$ cat src/hdl/tas_pkg.sv
// Constants and enumerations shared by the touch acquisition sequencer and its sample filter.
// Assumes a single 10 MHz clock that also serves as the converter's oscillator period.
package tas_pkg;

  // Clock and delay timing.
  localparam int CLK_PERIOD_NS    = 100;
  localparam int HALF_US_NS       = 500;
  localparam int HALF_US_CYCLES   = (HALF_US_NS + CLK_PERIOD_NS - 1) / CLK_PERIOD_NS;
  localparam int DLY_MAX_NS       = 18_190_000;
  localparam int DLY_MAX_UNITS    = DLY_MAX_NS / HALF_US_NS;
  localparam int DLY_W            = 18;
  localparam int TICK_UNIT_US     = 1000;
  localparam int TICK_UNIT_CYCLES = TICK_UNIT_US * 1000 / CLK_PERIOD_NS;

  // Acquisition timing in oscillator periods.
  localparam int OVERHEAD_CYCLES  = 47;
  localparam int SAMPLE_CYCLES    = 21;
  localparam int PEN_BIAS_SHIFT   = 3;

  // Channels and samples.
  localparam int          SMP_W       = 12;
  localparam int          SUM_W       = 15;
  localparam int          NCHAN       = 5;
  localparam int          CH_W        = 3;
  localparam logic [2:0]  SEQ_ALL_SEL = 3'h7;

  // Filter order codes and output scaling.
  localparam logic [1:0]  FILT_NONE    = 2'h0;
  localparam logic [1:0]  FILT_MEAN3   = 2'h1;
  localparam logic [1:0]  FILT_MEAN5   = 2'h2;
  localparam logic [1:0]  FILT_MEDIAN7 = 2'h3;
  localparam int          SCALE_NUM    = 4079;
  localparam int          SCALE_DEN    = 4095;
  localparam logic [11:0] SCALE_MAX    = 12'hFEF;

  // Interrupt source bit positions and reset values.
  localparam int          IRQ_W       = 3;
  localparam int          IRQ_CONV    = 0;
  localparam int          IRQ_TOUCH   = 1;
  localparam int          IRQ_RELEASE = 2;
  localparam logic [2:0]  RST_IRQ_SRC = 3'h0;

  typedef enum logic [1:0] {
    MODE_MANUAL,
    MODE_PEN_WATCH,
    MODE_PEN_TRIGGER
  } tas_mode_e;

  typedef enum logic [2:0] {
    CMD_MANUAL,
    CMD_PEN_WATCH,
    CMD_PEN_TRIGGER,
    CMD_SELECT,
    CMD_CONVERT
  } tas_cmd_e;

endpackage : tas_pkg

$ cat src/hdl/tas_acquisition_sequencer.sv
// Touch acquisition sequencer: modes, pen detection, channel bias, conversions and status events.
// Assumes commands and reads come from a serial engine on the same clock; the pen comparator is a pin.
// Overview of operation
// - Order 0 passes each sample; order 1 outputs mean of three scaled 4079/4095.
// - Order 2 outputs the mean of five consecutive samples scaled 4079/4095.
// - Order 3 tracks two extremes each side of seven samples, drops them, averages middle three.
// - Programmable settle delay separates repeated conversions of one channel, minimum half microsecond.
// - Bias and settle delays span half a microsecond to about eighteen milliseconds.
// - After reset the block is in manual mode with acquisition stopped.
// - Manual mode converts only on convert commands, then idles.
// - Manual convert runs a pen check first, skips without pen, never updates pen flag.
// - Single-channel convert biases the channel, waits bias delay, then converts.
// - Sequence convert walks enabled channels: bias, convert, remove bias automatically.
// - Select only biases the named channel; host never selects the sequence selector.
// - A convert following select converts without any pen detection.
// - Completion clears busy flag, lowers irq if unmasked, released once data is read.
// - Pen-watch mode only detects pen: continuously when up, once per tick when down.
// - Pen-watch holds detection while irq is low; such ticks are dropped.
// - Pen-trigger mode detects pen and converts enabled channels when down, raising events.
// - Pen-trigger skips any tick while converted data of enabled channels remain unread.
// - Conversion time is 47 periods plus per channel bias, settles and 21N+1 periods.
// - Touch sets the pen flag, release clears it, each raising an unmasked interrupt.
// - Pen detection biases for one eighth of the bias delay before sampling.
`timescale 1ns/1ns
module tas_acquisition_sequencer
  import tas_pkg::*;
#(
  parameter int TICK_UNIT = TICK_UNIT_CYCLES
) (
  // Clock and reset
  input  wire logic              clock,
  input  wire logic              sys_rst,
  // Host commands
  input  wire logic              cmd_valid,
  input  wire tas_cmd_e          cmd_code,
  input  wire logic [CH_W-1:0]   cmd_channel,
  // Configuration
  input  wire logic [7:0]        touch_tick_rate,
  input  wire logic [1:0]        filter_order,
  input  wire logic [15:0]       bias_delay,
  input  wire logic [15:0]       inter_sample_delay,
  input  wire logic [NCHAN-1:0]  channel_enable_mask,
  input  wire logic [IRQ_W-1:0]  interrupt_mask,
  // Host reads
  input  wire logic              data_read,
  input  wire logic [CH_W-1:0]   data_read_channel,
  input  wire logic              irq_source_read,
  // Analog side
  input  wire logic              pen_comparator,
  output logic [NCHAN-1:0]       ch_bias,
  output logic                   pen_bias_en,
  output logic                   adc_start,
  output logic [CH_W-1:0]        adc_channel,
  input  wire logic [SMP_W-1:0]  adc_data,
  // Results and status
  output logic                   result_valid,
  output logic [CH_W-1:0]        result_channel,
  output logic [SMP_W-1:0]       result_data,
  output logic                   conversion_busy_flag,
  output logic                   pen_down_flag,
  output logic [IRQ_W-1:0]       interrupt_source,
  output logic                   irq_n
);

  if (TICK_UNIT < 1) begin : g_bad_tick
    $error("TICK_UNIT must be at least one cycle.");
  end

  typedef enum logic [2:0] {
    S_IDLE, S_PEN_BIAS, S_WAIT_TICK, S_OVERHEAD, S_CH_BIAS, S_SAMPLE, S_SETTLE, S_FILTER
  } tas_state_e;

  typedef struct packed {
    logic             pen_s1;
    logic             pen_s2;
    tas_mode_e        mode;
    tas_state_e       st;
    logic [DLY_W-1:0] cnt;
    logic [31:0]      tick_cnt;
    logic [NCHAN-1:0] pend;
    logic [CH_W-1:0]  cur_ch;
    logic [CH_W-1:0]  res_ch;
    logic [2:0]       left;
    logic             last;
    logic             sel_valid;
    logic [NCHAN-1:0] bias;
    logic             pen_bias;
    logic             adc_start;
    logic             busy;
    logic             pen_down;
    logic [NCHAN-1:0] unread;
    logic [IRQ_W-1:0] src;
    logic             irq_n;
  } tas_seq_s;

  tas_seq_s q_reg;
  tas_seq_s q_next;

  // Delays are in half-microsecond units; zero and over-range codes are clamped into range.
  function automatic logic [DLY_W-1:0] dly_cycles(input logic [15:0] units);
    logic [31:0] u;
    u = 32'(units);
    if (u == 32'h0) u = 32'h1;
    if (u > 32'(DLY_MAX_UNITS)) u = 32'(DLY_MAX_UNITS);
    return DLY_W'(u * 32'(HALF_US_CYCLES) - 32'h1);
  endfunction : dly_cycles

  function automatic logic [NCHAN-1:0] ch_bit(input logic [CH_W-1:0] ch);
    return NCHAN'(1) << ch;
  endfunction : ch_bit

  function automatic logic [CH_W-1:0] first_ch(input logic [NCHAN-1:0] m);
    logic [CH_W-1:0] r;
    r = '0;
    for (int i = NCHAN - 1; i >= 0; i--) begin
      if (m[i]) r = CH_W'(i);
    end
    return r;
  endfunction : first_ch

  logic [31:0]      tick_period;
  logic             tick;
  logic             filt_clear;
  logic             filt_sample;
  logic             filt_finish;
  logic             filt_valid;
  logic [SMP_W-1:0] filt_data;

  assign tick_period = 32'(touch_tick_rate) * 32'(TICK_UNIT);
  assign tick = (q_reg.mode != MODE_MANUAL) && (touch_tick_rate != 8'h00) && (q_reg.tick_cnt >= tick_period - 32'h1);
  assign filt_sample = (q_reg.st == S_SAMPLE) && (q_reg.cnt == '0);
  assign filt_finish = (q_reg.st == S_FILTER);

  always_comb begin
    logic             start_conv;
    logic             begin_ch;
    logic             start_pen;
    logic             pen;
    logic             changed;
    logic [NCHAN-1:0] rd_clr;
    logic [NCHAN-1:0] rest;
    logic [IRQ_W-1:0] src_set;
    logic [IRQ_W-1:0] src_clr;
    start_conv = 1'b0;
    begin_ch = 1'b0;
    start_pen = 1'b0;
    pen = q_reg.pen_s2;
    changed = pen != q_reg.pen_down;
    rd_clr = data_read ? ch_bit(data_read_channel) : '0;
    rest = q_reg.pend & ~ch_bit(q_reg.cur_ch);
    src_set = '0;
    src_clr = '0;
    filt_clear = 1'b0;
    q_next = q_reg;
    q_next.pen_s1 = pen_comparator;
    q_next.pen_s2 = q_reg.pen_s1;
    q_next.adc_start = 1'b0;
    q_next.tick_cnt = (tick || q_reg.mode == MODE_MANUAL) ? 32'h0 : q_reg.tick_cnt + 32'h1;
    if (result_valid && q_reg.last) begin
      q_next.busy = 1'b0;
      src_set[IRQ_CONV] = 1'b1;
    end
    unique case (q_reg.st)
      S_IDLE: begin
        if (cmd_valid && q_reg.mode == MODE_MANUAL && cmd_code == CMD_SELECT && cmd_channel < CH_W'(NCHAN)) begin
          q_next.bias = ch_bit(cmd_channel);
          q_next.cur_ch = cmd_channel;
          q_next.sel_valid = 1'b1;
        end else if (cmd_valid && q_reg.mode == MODE_MANUAL && cmd_code == CMD_CONVERT) begin
          q_next.pend = (cmd_channel == SEQ_ALL_SEL) ? channel_enable_mask : ch_bit(cmd_channel);
          if (q_reg.sel_valid) start_conv = 1'b1;
          else start_pen = 1'b1;
        end
      end
      S_PEN_BIAS: begin
        if (q_reg.cnt == '0) begin
          q_next.pen_bias = 1'b0;
          if (q_reg.mode == MODE_MANUAL) begin
            if (pen && q_reg.pend != '0) start_conv = 1'b1;
            else begin
              q_next.st = S_IDLE;
              q_next.pend = '0;
            end
          end else begin
            if (changed) begin
              q_next.pen_down = pen;
              src_set[IRQ_TOUCH] = pen;
              src_set[IRQ_RELEASE] = !pen;
            end
            if (q_reg.mode == MODE_PEN_TRIGGER && pen) begin
              q_next.pend = channel_enable_mask;
              start_conv = 1'b1;
            end else if (pen || !q_reg.irq_n || (changed && interrupt_mask[IRQ_RELEASE])) begin
              q_next.st = S_WAIT_TICK;
            end else begin
              start_pen = 1'b1;
            end
          end
        end else begin
          q_next.cnt = q_reg.cnt - DLY_W'(1);
        end
      end
      S_WAIT_TICK: begin
        if (tick) begin
          if (q_reg.mode == MODE_PEN_WATCH && !q_reg.irq_n) q_next.st = S_WAIT_TICK;
          else if (q_reg.mode == MODE_PEN_TRIGGER && q_reg.unread != '0) q_next.st = S_WAIT_TICK;
          else start_pen = 1'b1;
        end
      end
      S_OVERHEAD: begin
        if (q_reg.cnt != '0) q_next.cnt = q_reg.cnt - DLY_W'(1);
        else if (q_reg.pend != '0) begin_ch = 1'b1;
        else begin
          q_next.busy = 1'b0;
          q_next.st = (q_reg.mode == MODE_PEN_TRIGGER) ? S_WAIT_TICK : S_IDLE;
        end
      end
      S_CH_BIAS: begin
        if (q_reg.cnt != '0) q_next.cnt = q_reg.cnt - DLY_W'(1);
        else begin
          q_next.adc_start = 1'b1;
          q_next.st = S_SAMPLE;
          q_next.cnt = DLY_W'(SAMPLE_CYCLES - 1);
          q_next.left = {filter_order, 1'b0};
        end
      end
      S_SAMPLE: begin
        if (q_reg.cnt != '0) q_next.cnt = q_reg.cnt - DLY_W'(1);
        else if (q_reg.left == 3'h0) begin
          q_next.st = S_FILTER;
          q_next.bias = '0;
        end else begin
          q_next.st = S_SETTLE;
          q_next.cnt = dly_cycles(inter_sample_delay);
        end
      end
      S_SETTLE: begin
        if (q_reg.cnt != '0) q_next.cnt = q_reg.cnt - DLY_W'(1);
        else begin
          q_next.adc_start = 1'b1;
          q_next.st = S_SAMPLE;
          q_next.cnt = DLY_W'(SAMPLE_CYCLES - 1);
          q_next.left = q_reg.left - 3'h1;
        end
      end
      S_FILTER: begin
        q_next.res_ch = q_reg.cur_ch;
        q_next.pend = rest;
        q_next.last = (rest == '0);
        if (rest != '0) begin_ch = 1'b1;
        else q_next.st = (q_reg.mode == MODE_PEN_TRIGGER) ? S_WAIT_TICK : S_IDLE;
      end
    endcase
    if (start_conv) begin
      q_next.st = S_OVERHEAD;
      q_next.cnt = DLY_W'(OVERHEAD_CYCLES - 1);
      q_next.busy = 1'b1;
      q_next.sel_valid = 1'b0;
      q_next.last = 1'b0;
    end
    if (begin_ch) begin
      q_next.cur_ch = first_ch(q_next.pend);
      q_next.bias = ch_bit(first_ch(q_next.pend));
      q_next.st = S_CH_BIAS;
      q_next.cnt = dly_cycles(bias_delay);
      filt_clear = 1'b1;
    end
    if (start_pen) begin
      q_next.st = S_PEN_BIAS;
      q_next.bias = '0;
      q_next.pen_bias = 1'b1;
      q_next.cnt = dly_cycles(bias_delay >> PEN_BIAS_SHIFT);
    end
    // A mode command aborts whatever is in flight and restarts; pen flag, unread flags and interrupt sources keep their values.
    if (cmd_valid && cmd_code inside {CMD_MANUAL, CMD_PEN_WATCH, CMD_PEN_TRIGGER}) begin
      q_next.bias = '0;
      q_next.pend = '0;
      q_next.busy = 1'b0;
      q_next.sel_valid = 1'b0;
      q_next.tick_cnt = 32'h0;
      q_next.adc_start = 1'b0;
      q_next.pen_bias = (cmd_code != CMD_MANUAL);
      q_next.cnt = dly_cycles(bias_delay >> PEN_BIAS_SHIFT);
      q_next.st = (cmd_code == CMD_MANUAL) ? S_IDLE : S_PEN_BIAS;
      unique case (cmd_code)
        CMD_PEN_WATCH:   q_next.mode = MODE_PEN_WATCH;
        CMD_PEN_TRIGGER: q_next.mode = MODE_PEN_TRIGGER;
        default:         q_next.mode = MODE_MANUAL;
      endcase
    end
    // A set arriving with a clear wins, since the clear is applied first.
    q_next.unread = (q_reg.unread & ~rd_clr) | (filt_valid ? ch_bit(q_reg.res_ch) : '0);
    src_clr[IRQ_CONV] = (q_reg.unread != '0) && ((q_reg.unread & ~rd_clr) == '0);
    src_clr[IRQ_TOUCH] = irq_source_read;
    src_clr[IRQ_RELEASE] = irq_source_read;
    q_next.src = (q_reg.src & ~src_clr) | src_set;
    q_next.irq_n = ~|(q_next.src & interrupt_mask);
  end

  always_ff @(posedge clock or posedge sys_rst) begin
    if (sys_rst) begin
      q_reg <= '{pen_s1: 1'b0, pen_s2: 1'b0, mode: MODE_MANUAL, st: S_IDLE, cnt: '0, tick_cnt: 32'h0,
                 pend: '0, cur_ch: '0, res_ch: '0, left: 3'h0, last: 1'b0, sel_valid: 1'b0, bias: '0,
                 pen_bias: 1'b0, adc_start: 1'b0, busy: 1'b0, pen_down: 1'b0, unread: '0,
                 src: RST_IRQ_SRC, irq_n: 1'b1};
    end else begin
      q_reg <= q_next;
    end
  end

  tas_sample_filter u_filter (
    .clock        (clock),
    .sys_rst      (sys_rst),
    .order        (filter_order),
    .clear        (filt_clear),
    .sample_valid (filt_sample),
    .sample_data  (adc_data),
    .finish       (filt_finish),
    .out_valid    (filt_valid),
    .out_data     (filt_data)
  );

  assign ch_bias              = q_reg.bias;
  assign pen_bias_en          = q_reg.pen_bias;
  assign adc_start            = q_reg.adc_start;
  assign adc_channel          = q_reg.cur_ch;
  assign result_valid         = filt_valid;
  assign result_channel       = q_reg.res_ch;
  assign result_data          = filt_data;
  assign conversion_busy_flag = q_reg.busy;
  assign pen_down_flag        = q_reg.pen_down;
  assign interrupt_source     = q_reg.src;
  assign irq_n                = q_reg.irq_n;

  property p_manual_pen_frozen;
    @(posedge clock) disable iff (sys_rst)
      q_reg.mode == MODE_MANUAL && $past(q_reg.mode) == MODE_MANUAL |-> $stable(pen_down_flag);
  endproperty
  a_manual_pen_frozen: assert property (p_manual_pen_frozen) else $error("Pen flag moved in manual mode.");

  property p_done_irq;
    @(posedge clock) disable iff (sys_rst)
      result_valid && q_reg.last && interrupt_mask[IRQ_CONV] && !cmd_valid |=> !irq_n && !conversion_busy_flag;
  endproperty
  a_done_irq: assert property (p_done_irq) else $error("Completion did not lower irq or clear busy.");

  property p_watch_holdoff;
    @(posedge clock) disable iff (sys_rst)
      $rose(pen_bias_en) && $past(q_reg.st) == S_WAIT_TICK && q_reg.mode == MODE_PEN_WATCH && !$past(cmd_valid)
      |-> $past(irq_n);
  endproperty
  a_watch_holdoff: assert property (p_watch_holdoff) else $error("Pen detection ran with irq low.");

  property p_trigger_unread;
    @(posedge clock) disable iff (sys_rst)
      $rose(pen_bias_en) && $past(q_reg.st) == S_WAIT_TICK && q_reg.mode == MODE_PEN_TRIGGER
      && !$past(cmd_valid) |-> $past(q_reg.unread) == '0;
  endproperty
  a_trigger_unread: assert property (p_trigger_unread) else $error("Tick served with unread data.");

  property p_overhead_len;
    @(posedge clock) disable iff (sys_rst)
      $rose(conversion_busy_flag) && q_reg.pend != '0 |-> ##47 (q_reg.st == S_CH_BIAS || !conversion_busy_flag);
  endproperty
  a_overhead_len: assert property (p_overhead_len) else $error("Overhead not 47 cycles.");

  property p_biased_convert;
    @(posedge clock) disable iff (sys_rst)
      adc_start |-> ch_bias == (NCHAN'(1) << adc_channel);
  endproperty
  a_biased_convert: assert property (p_biased_convert) else $error("Conversion on unbiased channel.");

  property p_bias_release;
    @(posedge clock) disable iff (sys_rst)
      q_reg.st == S_SAMPLE && q_reg.cnt == '0 && q_reg.left == 3'h0 && !cmd_valid |=> ch_bias == '0 && result_valid == 1'b0;
  endproperty
  a_bias_release: assert property (p_bias_release) else $error("Bias not removed after last sample.");

  property p_sample_spacing;
    @(posedge clock) disable iff (sys_rst)
      adc_start |=> (!adc_start)[*8];
  endproperty
  a_sample_spacing: assert property (p_sample_spacing) else $error("Conversions too close together.");

endmodule : tas_acquisition_sequencer

$ cat src/hdl/tas_sample_filter.sv
// Sample filter of the touch acquisition sequencer: pass-through, mean of 3 or 5, or median-7 mean.
// Assumes samples of one channel arrive between a clear pulse and a finish pulse, all on one clock.
`timescale 1ns/1ns
module tas_sample_filter
  import tas_pkg::*;
(
  // Clock and reset
  input  wire logic             clock,
  input  wire logic             sys_rst,
  // Sample stream
  input  wire logic [1:0]       order,
  input  wire logic             clear,
  input  wire logic             sample_valid,
  input  wire logic [SMP_W-1:0] sample_data,
  input  wire logic             finish,
  // Filtered result
  output logic                  out_valid,
  output logic [SMP_W-1:0]      out_data
);

  typedef struct packed {
    logic [1:0]       order;
    logic [SUM_W-1:0] sum;
    logic [SMP_W-1:0] max1;
    logic [SMP_W-1:0] max2;
    logic [SMP_W-1:0] min1;
    logic [SMP_W-1:0] min2;
    logic             out_valid;
    logic [SMP_W-1:0] out_data;
  } tas_filt_s;

  tas_filt_s q_reg;
  tas_filt_s q_next;

  logic [SUM_W-1:0] num;
  logic [26:0]      prod;

  // Keeping only the two extremes on each side avoids a full seven-sample sort network.
  always_comb begin
    q_next = q_reg;
    q_next.out_valid = 1'b0;
    num = q_reg.sum;
    if (q_reg.order == FILT_MEDIAN7) begin
      num = q_reg.sum - SUM_W'(q_reg.max1) - SUM_W'(q_reg.max2) - SUM_W'(q_reg.min1) - SUM_W'(q_reg.min2);
    end
    prod = 27'(num) * 27'(SCALE_NUM);
    if (clear) begin
      q_next.order = order;
      q_next.sum = '0;
      q_next.max1 = '0;
      q_next.max2 = '0;
      q_next.min1 = '1;
      q_next.min2 = '1;
    end else if (sample_valid) begin
      q_next.sum = q_reg.sum + SUM_W'(sample_data);
      if (sample_data >= q_reg.max1) begin
        q_next.max1 = sample_data;
        q_next.max2 = q_reg.max1;
      end else if (sample_data > q_reg.max2) begin
        q_next.max2 = sample_data;
      end
      if (sample_data <= q_reg.min1) begin
        q_next.min1 = sample_data;
        q_next.min2 = q_reg.min1;
      end else if (sample_data < q_reg.min2) begin
        q_next.min2 = sample_data;
      end
    end
    if (finish) begin
      q_next.out_valid = 1'b1;
      unique case (q_reg.order)
        FILT_NONE:  q_next.out_data = q_reg.sum[SMP_W-1:0];
        FILT_MEAN5: q_next.out_data = SMP_W'(prod / 27'(5 * SCALE_DEN));
        FILT_MEAN3,
        FILT_MEDIAN7: q_next.out_data = SMP_W'(prod / 27'(3 * SCALE_DEN));
      endcase
    end
  end

  always_ff @(posedge clock or posedge sys_rst) begin
    if (sys_rst) begin
      q_reg <= '{order: FILT_NONE, sum: '0, max1: '0, max2: '0, min1: '1, min2: '1,
                 out_valid: 1'b0, out_data: '0};
    end else begin
      q_reg <= q_next;
    end
  end

  assign out_valid = q_reg.out_valid;
  assign out_data  = q_reg.out_data;

  property p_scaled_range;
    @(posedge clock) disable iff (sys_rst)
      out_valid && q_reg.order != FILT_NONE |-> out_data <= SCALE_MAX;
  endproperty
  a_scaled_range: assert property (p_scaled_range) else $error("Scaled mean above full-scale bound.");

  property p_median_order;
    @(posedge clock) disable iff (sys_rst)
      finish && q_reg.order == FILT_MEDIAN7 |-> q_reg.max1 >= q_reg.max2 && q_reg.min1 <= q_reg.min2;
  endproperty
  a_median_order: assert property (p_median_order) else $error("Median extremes out of order.");

endmodule : tas_sample_filter

$ cat config.mk
export PLATFORM = sky130hd
export DESIGN_NAME = tas_acquisition_sequencer
export DESIGN_NICKNAME = d
export VERILOG_FILES = /design/src/hdl/tas_pkg.sv /design/src/hdl/tas_acquisition_sequencer.sv /design/src/hdl/tas_sample_filter.sv
export SDC_FILE = /design/constraint.sdc
export NUM_CORES = 2
export LEC_CHECK = 0
export CORE_MARGIN = 3
export CORE_UTILIZATION = 35
export CTS_CLUSTER_SIZE = 24
export DETAILED_ROUTE_END_ITERATION = 8
export DONT_BUFFER_PORTS = 1
export GPL_ROUTABILITY_DRIVEN = 0
export PLACE_DENSITY_LB_ADDON = 0.08
export SETUP_SLACK_MARGIN = 0.2
export SLEW_MARGIN = 10
export SYNTH_ARGS = -nofsm -noshare
export SYNTH_HDL_FRONTEND = slang
export SYNTH_SLANG_ARGS = --single-unit
$ cat constraint.sdc
create_clock -name clock -period 34.6 [get_ports clock]
set_clock_uncertainty 0.15 [all_clocks]
set_input_delay 5.19 -clock clock [delete_from_list [all_inputs] [get_ports clock]]
set_output_delay 5.19 -clock clock [all_outputs]
set_load 0.01 [all_outputs]
# Yosys cells after proc, flatten, opt, wreduce, memory -nomap -nowiden
# Index checks and enable logic that the tools add are counted.
# totals
register_bits	169
in_bits	77
output_inout_bits	32
word_cells	311
# op_classes
addsub	13
multipliers	6
div_mod_pow	2
n_lt_le_gt_ge	10
eq_ne	37
shifts	5
muxes	129
n_bitwise	10
n_reduce_logical	71
# ops
operator	count
two-way mux 32 bit	17
> comparator 32 x 16 -> 1 bit (second input constant)	4
multiplier 32 x 3 -> 18 bit (second input constant)	4
two-way mux 63 bit	2
two-way mux 18 bit	5
subtractor 18 x 1 -> 18 bit (second input constant)	5
two-way mux 12 bit	6
two-way mux 3 bit	24
one-hot mux 18 bit (4 select lines)	1
two-way mux 21 bit	3
two-way mux 5 bit	12
subtractor 15 x 12 -> 15 bit	4
two-way mux 58 bit	1
logical NOT 16 bit	3
!= test 6 bit (second input constant)	6
one-hot mux 12 bit (3 select lines)	1
two-way mux 1 bit	35
adder 32 x 1 -> 32 bit (second input constant)	1
>= comparator 32 bit	1
two-way mux 16 bit	2
!= test 7 bit (second input constant)	4
divider 27 x 14 -> 27 bit (second input constant)	1
divider 27 x 15 -> 27 bit (second input constant)	1
multiplier 15 x 12 -> 27 bit (second input constant)	1
60 further kinds	139

# Logic depth before layout (Yosys ltp)
# depth
ltp_word	19
ltp_mapped	179
depth_no_buf	166

# Cells and area by module
# From an unflattened synthesis, not the netlist that was laid out.
# hier_totals
hier_cells	4074
area_unflattened_um2	32732.6
# modules_own_cells
mod	instances	cells_each	area_each_um2
tas_sample_filter	1	2702	21431.8
tas_acquisition_sequencer	1	1372	11300.8

# Least setup slack after synthesis
# OpenSTA, ideal clock, no wires.
# synth_path
kind	register to register
from	reg u_filter.q_reg[25] (netlist bit)
to	reg u_filter.q_reg, in the netlist u_filter.out_data[0]
t_arrival_ns	36.102
required_time_ns	34.322
path_slack_ns	-1.780
stages_incl_launch_ff	167
n_path_buf	14
synth_period_minus_slack_ns	36.380
path_cell_list	dfstp_2 inv_1 fa_1 inv_1 fa_1 fa_1 inv_1 ha_1 nor2_1 fa_1 nor2b_1 o21ai_0 nand2b_1 a21o_1 a21o_1 a21o_1 a21o_1 a21o_1 [131 not listed] mux2_2 ha_1 nand2_1 nor2b_1 nor3b_4 nand3_2 and3_4 buf_4 a41oi_1 xor2_1 ha_1 a2111oi_0 nand2_1 a2111oi_0 a21oi_1 nor4_1 nor4bb_1 a21oi_1
# synth_between
elab_chain_cells	6
word_cells_on_any_way	7
# synth_rtl
element	line_no	text
start: declaration	tas_sample_filter.sv:32	tas_filt_s q_reg;
start signal: assignment	tas_sample_filter.sv:82	q_reg <= '{order: FILT_NONE, sum: '0, max1: '0, max2: '0, min1: '1, min2: '1,
start signal: assignment	tas_sample_filter.sv:85	q_reg <= q_next;
subtractor 15 x 12 -> 15 bit * (2 in a row)	tas_sample_filter.sv:44	num = q_reg.sum - SUM_W'(q_reg.max1) - SUM_W'(q_reg.max2) - SUM_W'(q_reg.min1) - SUM_W'(q_reg.min2);
two-way mux 15 bit *	tas_sample_filter.sv:43	if (q_reg.order == FILT_MEDIAN7) begin
multiplier 15 x 12 -> 27 bit *	tas_sample_filter.sv:46	prod = 27'(num) * 27'(SCALE_NUM);
divider 27 x 14 -> 27 bit or divider 27 x 15 -> 27 bit (tied branches)	tas_sample_filter.sv:75, tas_sample_filter.sv:73	
one-hot mux 12 bit (3 select lines) *	tas_sample_filter.sv:71	unique case (q_reg.order)
# Every way passes the cells marked *; elsewhere a longest branch is shown, timed or not.
# A chain may end at the register's enable or synchronous reset.

# Worst setup path in the final report
# Same ends and word-level chain as after synthesis.

==> flow_summary.yaml <==
status:
  status: "completed"
sta:
  max_slew.worst_pin.slew_ns: 1.11
  final-setup-viol-count: 0
  maxSlewViolCount: 0
  hold_viol: 0
  hold_slack_ns: 0.201
  slew_headroom: 0.255
  max_clock_freq_mhz: 30.4
  fin_crit_sh: 0.952
  min_period_ns: 32.93
setup_path:
  timing.critical_path.slowest_cell_delay_ns: 0.59
  worstPathArrival_ns: 33.13
  reg2regPathDepth: 163
  cp.required_ns: 34.81
  critPathTopFamily: "simple AND/OR/NAND/NOR gates"
  crit_top_cell: "a21o_1"
  cpMaxStageDelayCell: "or4_4"
  path_buf_inv: 14
  path_max_fanout: 7
  start_kind: "flop"
  r2r_slack_ns: 1.67
  cp-end-kind: "flop"
  r2r-start: "u_filter.q_reg[25]"
  timing.rr.end: "u_filter.out_data[0]"
  path_class: "reg2reg"
final_layout:
  final_nets: 4884
  drive_gt1_frac: 0.171
  largest_register_ffs: 71
  syn_to_final_growth_pct: 16.1
  fill_cells: 9527
global_routing:
  grt_pass1_vias: 28992
  grt_first_pass_wirelength_um: 162000
  grt_util_all_layers: 0.205
  grt-ovfl-total: 0
  antenna_found_initial: 1
  grt_max_degree: 105
synth:
  seq_area_frac_synth: 0.131
  synth_nets: 4712
  yosys.area.top_type: "ha_1"
  synthTopCellsByArea: "ha_1 14%, dfrtp_1 11%, fa_1 10%"
  ys_ff_latch: 169
  synth_cell_types: 130
  synth_top_area_share: 0.138
  postSynthAreaPerCell_um2: 7.91
  synth_flop_cell: "dfrtp_1"
  syn_area_um2: 32500
  yosysWarnings: 0
  async_flop_share: 1.00
  synth_cells: 4111
  synth-edff-count: 0
cts:
  h-tree-depth: 4
  clockBufferDepth: 2
  cts_tree: "done"
  insertion_delay_ns: 0.49
  cts.clk_slew.worst_paths_ns: 0.07
  clock_sinks: 169
  cts_made_buffers: 17
  clockRootBuffer: "clkbuf_16"
drt:
  viasPerCell: 5.35
  first_pass_iters: 5
  dr_total_vias: 29644
  routedWlPerCell_um: 18.4
  wirelength_um: 102000
  drc: 0
  drt-initial-drc-count: 1593
  drtAntennaViolNets: 0
hold_path:
  worstHoldStart: "q_next[89]"
  hp-class: "reg2reg"
  min_to: "q_reg[89]"
  min_path_cells: 0
die:
  rows: 111
  dieArea_um2: 96600
  initial_core_util: 0.354
  core_area_um2: 91900
  die_y_um: 311
  fp.dieW_um: 311
  ios: 109
placed_design:
  dpl.hpwl_um: 83200
  port-buffer-count: 0
job:
  maxCapViolations: 0
==> cells in the mapped netlist, types with 59 or more instances <==
| cell | number |
|---|---|
| inv_1 | 430 |
| xor2_1 | 111 |
| fa_1 | 165 |
| nor3_1 | 95 |
| nand2b_1 | 59 |
| dfrtp_1 | 144 |
| nand2_1 | 341 |
| nand3_1 | 123 |
| clkbuf_1 | 74 |
| nand4_1 | 60 |
| nor2_1 | 304 |
| xnor2_1 | 216 |
| a21o_1 | 70 |
| a21oi_1 | 270 |
| ha_1 | 359 |
| o21ai_0 | 219 |
==> worst reg2reg max path, delay by kind of cell, from the launching register on <==
family | cells | cell delay, ns
AND/OR/NAND/NOR | 61 | 10.39
adder cells (fa/ha/maj) | 23 | 8.20
flip-flops | 1 | 0.53
buffers and inverters | 14 | 1.64
multiplexers | 5 | 1.62
XOR/XNOR | 11 | 1.38
AO/OA/AOI/OAI | 49 | 8.96
==> placed cells by master (no fill, tap or decap), types with 26 or more instances in the layout <==
cell      count
inv_1       424
ha_1        330
nand2_1     329
nor2_1      288
buf_4       285
a21oi_1     239
o21ai_0     209
xnor2_1     199
fa_1        163
dfrtp_1     143
nand3_1     111
xor2_1      107
nor3_1       88
a21o_1       69
nand4_1      60
nand2b_1     58
nor2b_1      53
mux2i_1      50
o21bai_1     49
and2_1       40
o31ai_1      38
nor4_1       34
a31oi_1      34
mux2_2       33
and3_1       32
or2_2        31
o211ai_1     30
a211oi_1     29
or3_1        28
a21oi_2      27
ha_4         26
==> worst max-delay path by stage <==
stage | from | to | depth (start not counted)
finish | u_filter.q_reg[25] | u_filter.out_data[0] | 163
CTS | u_filter.q_reg[25] | u_filter.out_data[0] | 159
floorplan | u_filter.q_reg[25] | u_filter.out_data[0] | 169
global placement | u_filter.q_reg[25] | u_filter.out_data[0] | 162
global route | u_filter.q_reg[25] | u_filter.out_data[0] | 158
detailed placement | u_filter.q_reg[25] | u_filter.out_data[0] | 158
==> what timing repair did <==
action	CTS	global route
setup endpoints to repair	1	2
hold buffers	0	0
pin swaps	12	132
setup buffers	24	76
gates resized for setup	27	238
==> layer usage <==
metal | share of wire | GRT usage | vias to the layer above | wire, µm
met5 | 0 | 0 | - | 0
met4 | 0.015 | 0.0421 | 0 | 1560
met1 | 0.49 | 0.292 | 14108 | 50100
met3 | 0.046 | 0.0342 | 84 | 4680
li1 | - | - | 14934 | -
met2 | 0.45 | 0.326 | 518 | 45700
==> layout make-up <==
cell class | instances | area [µm²] | share of cell area
multi-input combinational | 3369 | 27500 | 0.728
sequential | 169 | 4260 | 0.113
timing repair buffer | 294 | 2250 | 0.0596
inverter | 432 | 1630 | 0.0431
tap | 1243 | 1560 | 0.0412
clock buffer | 17 | 425 | 0.0113
clock inverter | 15 | 161 | 0.00427
antenna | 2 | 5.00 | 0.000133
==> per-stage QoR <==
stage	worst slack, ns	instance area, µm²	TNS, ns	std cells	utilization
6_report	1.67	37800	0	5541	0.411
5_1_grt	-0.0270	37800	-0.0270	5539	0.411
4_1_cts	0.228	35900	0	5463	0.391
3_5_place_dp	-0.935	35000	-0.935	5407	0.381
3_3_place_gp	-0.365	35000	-0.365	5407	0.381
2_1_floorplan	0.214	32700	0	4111	-
==> kinds of logic after synthesis <==
| family | share of synthesized area |
|---|---|
| compound gates | 0.228 |
| xor+xnor | 0.0881 |
| fa+ha+maj | 0.240 |
| buf+inv | 0.0713 |
| flops | 0.131 |
| mux | 0.0306 |
| simple gates | 0.210 |
Power is not shown: default switching activity piles up to over one toggle a cycle in this logic, so the estimate is an artifact.
